$ cat src/hw/timer_event_counter_consts.svh
// Constants of the timer/event counter: register indices, byte addresses, field positions, resets, timing.
// Assumes it is included by bare name ahead of the package and the counter module.
`ifndef TIMER_EVENT_COUNTER_CONSTS_SVH
`define TIMER_EVENT_COUNTER_CONSTS_SVH

// Register indices; the byte address of each is four times its index.
`define COUNT_HIGH_INDEX     8'h0f
`define COUNT_LOW_INDEX      8'h10
`define CONTROL_INDEX        8'h11
`define INTERRUPT_INDEX      8'h12
`define COUNT_HIGH_ADDR      (`COUNT_HIGH_INDEX << 2)
`define COUNT_LOW_ADDR       (`COUNT_LOW_INDEX << 2)
`define CONTROL_ADDR         (`CONTROL_INDEX << 2)
`define INTERRUPT_ADDR       (`INTERRUPT_INDEX << 2)

// Field positions.
`define ENABLE_BIT           4
`define EDGE_BIT             3
`define FLAG_BIT             6
`define IRQ_ENABLE_BIT       0

// Reset values.
`define CONTROL_RESET        8'h08
`define COUNT_RESET          16'h0000
`define LOW_BUFFER_RESET     8'h00

// Counter limits for the two builds.
`define COUNT_MAX_WIDE       16'hffff
`define COUNT_MAX_NARROW     16'h00ff

// Instruction clock is the system clock divided by this figure.
`define INSTR_CLOCK_DIVIDE   4
`define PRESCALE_LAST        2'(`INSTR_CLOCK_DIVIDE - 1)

// AXI responses.
`define RESP_OKAY            2'b00
`define RESP_SLVERR          2'b10

`endif

$ cat src/hw/timer_event_counter_pkg.sv
// Types shared by the timer/event counter: modes, measurement states, register layouts.
// Assumes the constants header is compiled first.
`default_nettype none

package timer_event_counter_pkg;

    // Operating mode field of the control register.
    typedef enum logic [1:0] {
        MODE_UNUSED = 2'b00,
        MODE_EVENT  = 2'b01,
        MODE_TIMER  = 2'b10,
        MODE_PULSE  = 2'b11
    } mode_type;

    // Pulse width measurement states.
    typedef enum logic [1:0] {
        PW_ARMED     = 2'b00,
        PW_MEASURING = 2'b01
    } pw_state_type;

    // Layout of the control register.
    typedef struct packed {
        mode_type   mode;
        logic       spare5;
        logic       count_enable_bit;
        logic       edge_select;
        logic [2:0] spare0;
    } control_type;

    // A write request held until both address and data have arrived.
    typedef struct packed {
        logic [7:0] addr;
        logic [7:0] data;
        logic       lane0;
    } write_req_type;

endpackage : timer_event_counter_pkg

`default_nettype wire

$ cat src/hw/timer_event_counter.sv
// Programmable count-up timer/event counter with an AXI4-Lite register slave.
// Assumes one clock aclk, a synchronous active-low reset, and an asynchronous event pin.
//
// Added by the designer: the AXI4-Lite interface to the registers.
`include "timer_event_counter_consts.svh"
`default_nettype none

// Operation
// - Counter built eight or sixteen bits wide.
// - Clock from event pin or sysclock/4.
// - Wide low write fills buffer only.
// - Wide high write loads preload with buffer.
// - Wide high read latches low; low reads buffer.
// - Narrow: low write preloads, reads live.
// - Mode 01 event, 10 timer, 11 pulse.
// - Event mode pin edges; timer instruction clock.
// - Overflow at max reloads, sets flag.
// - Edge select: 0 rising, 1 falling.
// - Pulse mode measures then clears enable.
// - One pulse measured until re-enabled.
// - Pulse measurement triggered by edges only.
// - Pulse mode overflow reloads and flags too.
// - Counting only while enable bit set.
// - Hardware clears enable only after measurement.
// - Overflow produces a wake-up pulse.
// - Irq enable low blocks interrupt request.
// - Disabled: preload write also loads counter.
// - Enabled: preload write leaves count running.
// - Counter read blocks counting that cycle.
module timer_event_counter
    import timer_event_counter_pkg::*;
#(
    parameter int unsigned COUNT_WIDTH = 16
) (
    // Clock and reset.
    input  wire logic        aclk,
    input  wire logic        aresetn,
    // AXI4-Lite write address channel.
    input  wire logic [7:0]  awaddr,
    input  wire logic [2:0]  awprot,
    input  wire logic        awvalid,
    output logic             awready,
    // AXI4-Lite write data channel.
    input  wire logic [31:0] wdata,
    input  wire logic [3:0]  wstrb,
    input  wire logic        wvalid,
    output logic             wready,
    // AXI4-Lite write response channel.
    output logic [1:0]       bresp,
    output logic             bvalid,
    input  wire logic        bready,
    // AXI4-Lite read address channel.
    input  wire logic [7:0]  araddr,
    input  wire logic [2:0]  arprot,
    input  wire logic        arvalid,
    output logic             arready,
    // AXI4-Lite read data channel.
    output logic [31:0]      rdata,
    output logic [1:0]       rresp,
    output logic             rvalid,
    input  wire logic        rready,
    // External event pin, asynchronous.
    input  wire logic        event_input_pin,
    // Interrupt service.
    input  wire logic        irq_ack,
    output logic             overflow_irq_request,
    output logic             wake_up
);

    localparam bit          WIDE      = (COUNT_WIDTH == 16);
    localparam logic [15:0] COUNT_MAX = WIDE ? `COUNT_MAX_WIDE : `COUNT_MAX_NARROW;

    // Register state.
    control_type   control;
    logic [15:0]   counter;
    logic [15:0]   preload;
    logic [7:0]    low_buffer;
    logic          overflow_flag;
    logic          overflow_irq_enable;

    // Bus state.
    write_req_type write_req;
    logic          aw_held;
    logic          w_held;

    // Timing and pin state.
    logic [1:0]    prescale;
    logic          pin_meta;
    logic          pin_sync;
    logic          pin_prev;
    pw_state_type  pw_state;
    pw_state_type  next_pw_state;

    // Combinational helpers.
    logic          instr_tick;
    logic          rise;
    logic          fall;
    logic          active_edge;
    logic          return_edge;
    logic          aw_take;
    logic          w_take;
    logic          ar_take;
    logic          do_write;
    logic          wr_high;
    logic          wr_low;
    logic          wr_ctrl;
    logic          wr_interrupt_control;
    logic          wr_mapped;
    logic          preload_write;
    logic [15:0]   next_preload;
    logic          count_read;
    logic          raw_step;
    logic          advance;
    logic          overflow;
    logic          pulse_done;
    logic [31:0]   read_value;
    logic          read_mapped;

    // Handshakes: one write and one read at a time, address and data accepted in either order.
    assign awready  = !aw_held && !bvalid;
    assign wready   = !w_held && !bvalid;
    assign arready  = !rvalid;
    assign aw_take  = awvalid && awready;
    assign w_take   = wvalid && wready;
    assign ar_take  = arvalid && arready;
    assign do_write = aw_held && w_held;

    // Capture write address and data as each arrives.
    always_ff @(posedge aclk) begin
        if (!aresetn) begin
            aw_held   <= 1'b0;
            w_held    <= 1'b0;
            write_req <= '0;
        end else begin
            if (aw_take) begin
                aw_held        <= 1'b1;
                write_req.addr <= awaddr;
            end else if (do_write) begin
                aw_held <= 1'b0;
            end
            if (w_take) begin
                w_held          <= 1'b1;
                write_req.data  <= wdata[7:0];
                write_req.lane0 <= wstrb[0];
            end else if (do_write) begin
                w_held <= 1'b0;
            end
        end
    end

    // Write decode; a write without the low byte lane changes nothing.
    always_comb begin
        wr_high   = 1'b0;
        wr_low    = 1'b0;
        wr_ctrl   = 1'b0;
        wr_interrupt_control   = 1'b0;
        wr_mapped = 1'b1;
        case (write_req.addr)
            `COUNT_HIGH_ADDR: wr_high = do_write && write_req.lane0;
            `COUNT_LOW_ADDR:  wr_low  = do_write && write_req.lane0;
            `CONTROL_ADDR:    wr_ctrl = do_write && write_req.lane0;
            `INTERRUPT_ADDR:  wr_interrupt_control = do_write && write_req.lane0;
            default:          wr_mapped = 1'b0;
        endcase
    end

    // Write response follows the write by one cycle.
    always_ff @(posedge aclk) begin
        if (!aresetn) begin
            bvalid <= 1'b0;
            bresp  <= `RESP_OKAY;
        end else if (do_write) begin
            bvalid <= 1'b1;
            bresp  <= wr_mapped ? `RESP_OKAY : `RESP_SLVERR;
        end else if (bready) begin
            bvalid <= 1'b0;
        end
    end

    // Preload write source differs per build: the high byte when wide, the low byte when narrow.
    assign preload_write = WIDE ? wr_high : wr_low;
    assign next_preload  = WIDE ? {write_req.data, low_buffer} : {8'h00, write_req.data};

    // Read value mux; the wide low byte comes only from the buffer, never the live count.
    always_comb begin
        read_value  = 32'h0000_0000;
        read_mapped = 1'b1;
        case (araddr)
            `COUNT_HIGH_ADDR: read_value[7:0] = WIDE ? counter[15:8] : 8'h00;
            `COUNT_LOW_ADDR:  read_value[7:0] = WIDE ? low_buffer : counter[7:0];
            `CONTROL_ADDR:    read_value[7:0] = {control.mode, 1'b0, control.count_enable_bit,
                                                 control.edge_select, 3'b000};
            `INTERRUPT_ADDR: begin
                read_value[`FLAG_BIT]       = overflow_flag;
                read_value[`IRQ_ENABLE_BIT] = overflow_irq_enable;
            end
            default:          read_mapped = 1'b0;
        endcase
    end

    // A read of either count byte stalls counting for that cycle so the bytes agree.
    assign count_read = ar_take && ((araddr == `COUNT_HIGH_ADDR) || (araddr == `COUNT_LOW_ADDR));

    // Read data channel; the answer appears the cycle after the address is taken.
    always_ff @(posedge aclk) begin
        if (!aresetn) begin
            rvalid <= 1'b0;
            rdata  <= 32'h0000_0000;
            rresp  <= `RESP_OKAY;
        end else if (ar_take) begin
            rvalid <= 1'b1;
            rdata  <= read_value;
            rresp  <= read_mapped ? `RESP_OKAY : `RESP_SLVERR;
        end else if (rready) begin
            rvalid <= 1'b0;
        end
    end

    // Low byte buffer: a wide low write fills it, a wide high read latches the live low byte.
    // A write and a latching read in the same cycle resolve in favour of the write.
    always_ff @(posedge aclk) begin
        if (!aresetn) begin
            low_buffer <= `LOW_BUFFER_RESET;
        end else if (WIDE && wr_low) begin
            low_buffer <= write_req.data;
        end else if (WIDE && ar_take && (araddr == `COUNT_HIGH_ADDR)) begin
            low_buffer <= counter[7:0];
        end
    end

    // Preload register changes only on the preload write of the build.
    always_ff @(posedge aclk) begin
        if (!aresetn) begin
            preload <= `COUNT_RESET;
        end else if (preload_write) begin
            preload <= next_preload;
        end
    end

    // Instruction clock prescaler: free running, one tick every fourth system clock.
    always_ff @(posedge aclk) begin
        if (!aresetn) begin
            prescale <= 2'b00;
        end else begin
            prescale <= prescale + 2'b01;
        end
    end
    assign instr_tick = (prescale == `PRESCALE_LAST);

    // Event pin synchroniser; the edge detector looks only at the second stage and its delay.
    always_ff @(posedge aclk) begin
        if (!aresetn) begin
            pin_meta <= 1'b0;
            pin_sync <= 1'b0;
            pin_prev <= 1'b0;
        end else begin
            pin_meta <= event_input_pin;
            pin_sync <= pin_meta;
            pin_prev <= pin_sync;
        end
    end
    assign rise        = pin_sync && !pin_prev;
    assign fall        = !pin_sync && pin_prev;
    assign active_edge = control.edge_select ? fall : rise;
    assign return_edge = control.edge_select ? rise : fall;

    // Pulse measurement: armed waits for the active edge, measuring ends on the return edge.
    // After the end the enable bit is low, so later edges are ignored until software re-arms.
    always_comb begin
        next_pw_state = pw_state;
        pulse_done    = 1'b0;
        case (pw_state)
            PW_ARMED: begin
                if (control.count_enable_bit && (control.mode == MODE_PULSE) && active_edge) begin
                    next_pw_state = PW_MEASURING;
                end
            end
            PW_MEASURING: begin
                if (!control.count_enable_bit || (control.mode != MODE_PULSE)) begin
                    next_pw_state = PW_ARMED;
                end else if (return_edge) begin
                    next_pw_state = PW_ARMED;
                    pulse_done    = 1'b1;
                end
            end
            default: next_pw_state = PW_ARMED;
        endcase
    end

    always_ff @(posedge aclk) begin
        if (!aresetn) begin
            pw_state <= PW_ARMED;
        end else begin
            pw_state <= next_pw_state;
        end
    end

    // Count source per mode; code 00 never counts.
    always_comb begin
        case (control.mode)
            MODE_EVENT: raw_step = active_edge;
            MODE_TIMER: raw_step = instr_tick;
            MODE_PULSE: raw_step = instr_tick && (pw_state == PW_MEASURING);
            default:    raw_step = 1'b0;
        endcase
    end
    // Steps lost to a read stall are a known small count error for software to allow for.
    assign advance  = raw_step && control.count_enable_bit && !count_read;
    assign overflow = advance && (counter == COUNT_MAX);

    // Counter: loaded by a preload write while stopped, else counts and reloads on overflow.
    always_ff @(posedge aclk) begin
        if (!aresetn) begin
            counter <= `COUNT_RESET;
        end else if (preload_write && !control.count_enable_bit) begin
            counter <= next_preload;
        end else if (overflow) begin
            counter <= preload;
        end else if (advance) begin
            counter <= counter + 16'h0001;
        end
    end

    // Control register; a software write wins over the hardware clear at measurement end.
    always_ff @(posedge aclk) begin
        if (!aresetn) begin
            control <= `CONTROL_RESET;
        end else if (wr_ctrl) begin
            control.mode             <= mode_type'(write_req.data[7:6]);
            control.count_enable_bit <= write_req.data[`ENABLE_BIT];
            control.edge_select      <= write_req.data[`EDGE_BIT];
        end else if (pulse_done) begin
            control.count_enable_bit <= 1'b0;
        end
    end

    // Interrupt control: the overflow flag is sticky and a new overflow wins over any clear.
    always_ff @(posedge aclk) begin
        if (!aresetn) begin
            overflow_flag       <= 1'b0;
            overflow_irq_enable <= 1'b0;
        end else begin
            if (wr_interrupt_control) begin
                overflow_irq_enable <= write_req.data[`IRQ_ENABLE_BIT];
            end
            if (overflow) begin
                overflow_flag <= 1'b1;
            end else if (irq_ack) begin
                overflow_flag <= 1'b0;
            end else if (wr_interrupt_control) begin
                overflow_flag <= write_req.data[`FLAG_BIT];
            end
        end
    end

    // Interrupt request is gated by the enable; wake-up is a one-cycle pulse after overflow.
    assign overflow_irq_request = overflow_flag && overflow_irq_enable;
    always_ff @(posedge aclk) begin
        if (!aresetn) begin
            wake_up <= 1'b0;
        end else begin
            wake_up <= overflow;
        end
    end
endmodule : timer_event_counter

`default_nettype wire

$ cat config.mk
export PLATFORM = sky130hd
export DESIGN_NAME = timer_event_counter
export DESIGN_NICKNAME = d
export VERILOG_FILES = /design/src/hw/timer_event_counter_pkg.sv /design/src/hw/timer_event_counter.sv
export VERILOG_INCLUDE_DIRS = /design/src /design/src/hw
export SDC_FILE = /design/constraint.sdc
export NUM_CORES = 1
export LEC_CHECK = 0
export BUFFER_PORTS_ARGS = -buffer_cell sky130_fd_sc_hd__clkbuf_2
export CAP_MARGIN = 20
export CORE_ASPECT_RATIO = 1.4
export CORE_UTILIZATION = 35
export DETAILED_ROUTE_END_ITERATION = 8
export PLACE_DENSITY = 0.64
export SLEW_MARGIN = 25
export SYNTH_ARGS = -nofsm -noshare
export SYNTH_HDL_FRONTEND = slang
export SYNTH_SLANG_ARGS = --single-unit
$ cat constraint.sdc
create_clock -name aclk -period 2.1 [get_ports aclk]
set_clock_uncertainty 0.15 [all_clocks]
set_input_delay 0.315 -clock aclk [delete_from_list [all_inputs] [get_ports aclk]]
set_output_delay 0.315 -clock aclk [all_outputs]
set_load 0.01 [all_outputs]
==> flow_summary.yaml <==
routing:
  drt_iter0_drc: 319
  ant_nets: 0
  first_pass_iters: 5
  routedWlPerCell_um: 16.47
  via_count: 4248
  drc: 0
  wl_mm: 12.92
  via_per_inst: 5.418
floorplan:
  dieArea_um2: 13020
  die_width_um: 96.71
  initial_core_util_pct: 35.70
  ios: 110
  num_rows: 48
  die_h_um: 134.6
  core-area_um2: 12310
critical_path:
  worst_setup_path_start_kind: "register"
  crit_buf_inv: 0
  critPathMaxStageDelay_ps: 600
  required_ps: 2140
  end_kind: "register"
  cp.arrival_ps: 2150
  cpLargestDelayFamily: "simple AND/OR/NAND/NOR gates"
  crit_type: "reg -> reg"
  path_max_fanout: 5
  crit_path_cell_trace: "nand4_1, or4_4, or4b_1, o211ai_1, a211oi_1"
  critPathSlowestCell: "or4_4"
flow_run:
  maxCapViolations: 0
layout:
  final_core_util_pct: 47.00
  fin_nets: 698
  synthToLayoutAreaGrowth_pct: 31.65
  drive_gt1_share_pct: 31.86
  fillers: 1157
  diodes: 0
logic_synthesis:
  yosysTopAreaCellShare_pct: 38.26
  synth.largest_area_cell: "dfxtp_1"
  synth-main-ff-cell: "dfxtp_1"
  ys_types: 65
  synthCells: 519
  synth_edf_count: 0
  syn_area_um2: 4395
  synth_area_leaders: "dfxtp_1 38%, mux2i_1 7.3%, nand2_1 5.3%"
  async_flop_share_pct: 0
  ys_ff_latch: 84
  ys_seq_area_share_pct: 38.26
  ys_warn_count: 0
  synth.avg_cell_area_um2: 8.469
placement:
  gp_congestion: 0.9165
  pre_cts_slack_ps: -88.57
  io_buffers: 50
  hpwl_mm: 9.489
timing:
  relSlewSlack_pct: 57.90
  fin_ws_ps: -12.42
  rsz0062_at_grt: "yes"
  slew_violations: 0
  finalCritPeriodShare_pct: 100.6
  min_period_ps: 2112
  setup_viol: 1
  hold_violations: 0
  max_freq_mhz: 473.4
  tightest_slew_ps: 630.5
clock_tree:
  path_clk_slew_ps: 60
  htreeDepth: 3
  cts_tree: "done"
  cts_root_buf: "clkbuf_16"
  clockBufferDepth: 2
  clock_latency_ps: 330
  cts_buffers: 9
  clkSinkCount: 84
status:
  status: "finished, violations left"
  violations: "setup timing"
power:
  powerDensity_nw_per_um2: 633.3
  ir_drop_v: 0.0004932
  leakage_nw: 2.387
global_routing:
  grt_overflow_total: 0
  grt_pass1_wl_mm: 20.43
  first_global_vias: 4162
  antenna_found_initial: 0
  grt_max_degree: 31
  grt_use_total_pct: 19.72
min_path:
  hold_class: "in -> reg"
==> layout by cell type, fill, tap and decap left out, types with 8 or more instances in the layout <==
| cell type | n |
|---|---|
| dfxtp_1 | 79 |
| buf_4 | 78 |
| nand2_1 | 62 |
| clkbuf_2 | 50 |
| nor2_1 | 38 |
| a21oi_1 | 33 |
| mux2i_1 | 32 |
| conb_1 | 26 |
| nand3_1 | 22 |
| inv_1 | 14 |
| a211oi_1 | 14 |
| nand4_1 | 11 |
| nor3_1 | 10 |
| o21ai_0 | 9 |
| clkbuf_16 | 9 |
| nand2b_1 | 8 |
==> registers in the layout, summed over array words and instances (netlist names), 2 cells and up <==
register	cells
preload	16
prescale	2
write_req	9
rdata	8
counter	16
control	4
next_preload	8
low_buffer	8
==> cell families after synthesis <==
family	count (synthesis)	synth area share, %
buffers and inverters	77	9.735
xor gates and xnor gates	10	1.993
adders and majority gates	3	0.7970
muxes	34	7.800
AOI/OAI and AO/OA	108	17.17
DFF	84	38.26
other	1	0.08532
and+or+nand+nor	202	24.17
==> power breakdown <==
group	leakage (nW)	switching (mW)	internal (mW)	total (mW)
Combinational	1.54	0.165	0.113	0.278
Sequential	0.684	0.0358	1.63	1.67
Clock	0.159	0.642	1.07	1.72
Total	2.39	0.842	2.82	3.66
==> cell usage after synthesis, types with 4 or more instances <==
library cell   n
a21oi_1       35
nor2_1        39
and2_1         7
nor3b_1        6
nand4_1       11
nor4_1         6
a211oi_1      17
nor3_1        11
nand2b_1       9
buf_4         28
a221oi_1      11
o21ai_0       12
dfxtp_1       84
xor2_1         6
buf_2          6
xnor2_1        4
clkbuf_1      19
mux2i_1       32
nand2_1       62
inv_1         15
nand3_1       22
o211ai_1       6
==> layer usage <==
layer	wire (µm)	global-route usage, %	vias to the layer above
met5	0	0	-
met4	505	10.53	0
met3	660	2.588	33
met2	6860	36.74	176
met1	4889	21.59	2008
li1	-	-	2031
==> final cells by class <==
| cell class | instances | area [µm²] | share of cell area [%] |
|---|---|---|---|
| clock inverters | 6 | 86.33 | 1.492 |
| well taps | 150 | 187.7 | 3.243 |
| clock buffers | 10 | 239.0 | 4.130 |
| inverters | 15 | 56.30 | 0.9730 |
| repair buffers | 136 | 973.4 | 16.82 |
| multi-input cells | 383 | 2556 | 44.17 |
| flip-flops and latches | 84 | 1688 | 29.17 |
==> metrics by stage <==
stage | std cells | total power [mW] | TNS, ps | instance area [µm²] | hold WS, ps
after floorplan | 544 | 1.893 | -347.6 | 4554 | 249.2
after global placement | 759 | 1.971 | -454.3 | 5228 | 257.8
after detailed placement | 759 | 1.979 | -649.8 | 5228 | 267.7
after CTS | 780 | 3.679 | -2.601 | 5640 | 27.78
after global routing | 784 | 3.788 | -440.5 | 5787 | 52.57
final | 784 | 3.665 | -12.42 | 5787 | 38.55
==> timing repair <==
action,in CTS,in global routing
buffers inserted,5,4
pin swaps,3,15
gates resized for setup,9,25
hold buffers,0,0
setup endpoints to repair,16,17
==> worst paths after layout <==
kind	from	to	slack (ps)	depth (start not counted)
hold reg to reg	prescale[0]	prescale[0]	270	1
setup / recovery	counter[5]	counter[15]	-10	5
hold / removal	event_input_pin	pin_meta	40	2
setup reg to reg	counter[5]	counter[15]	-10	5
No activity file was read; power rests on OpenSTA's default activity.
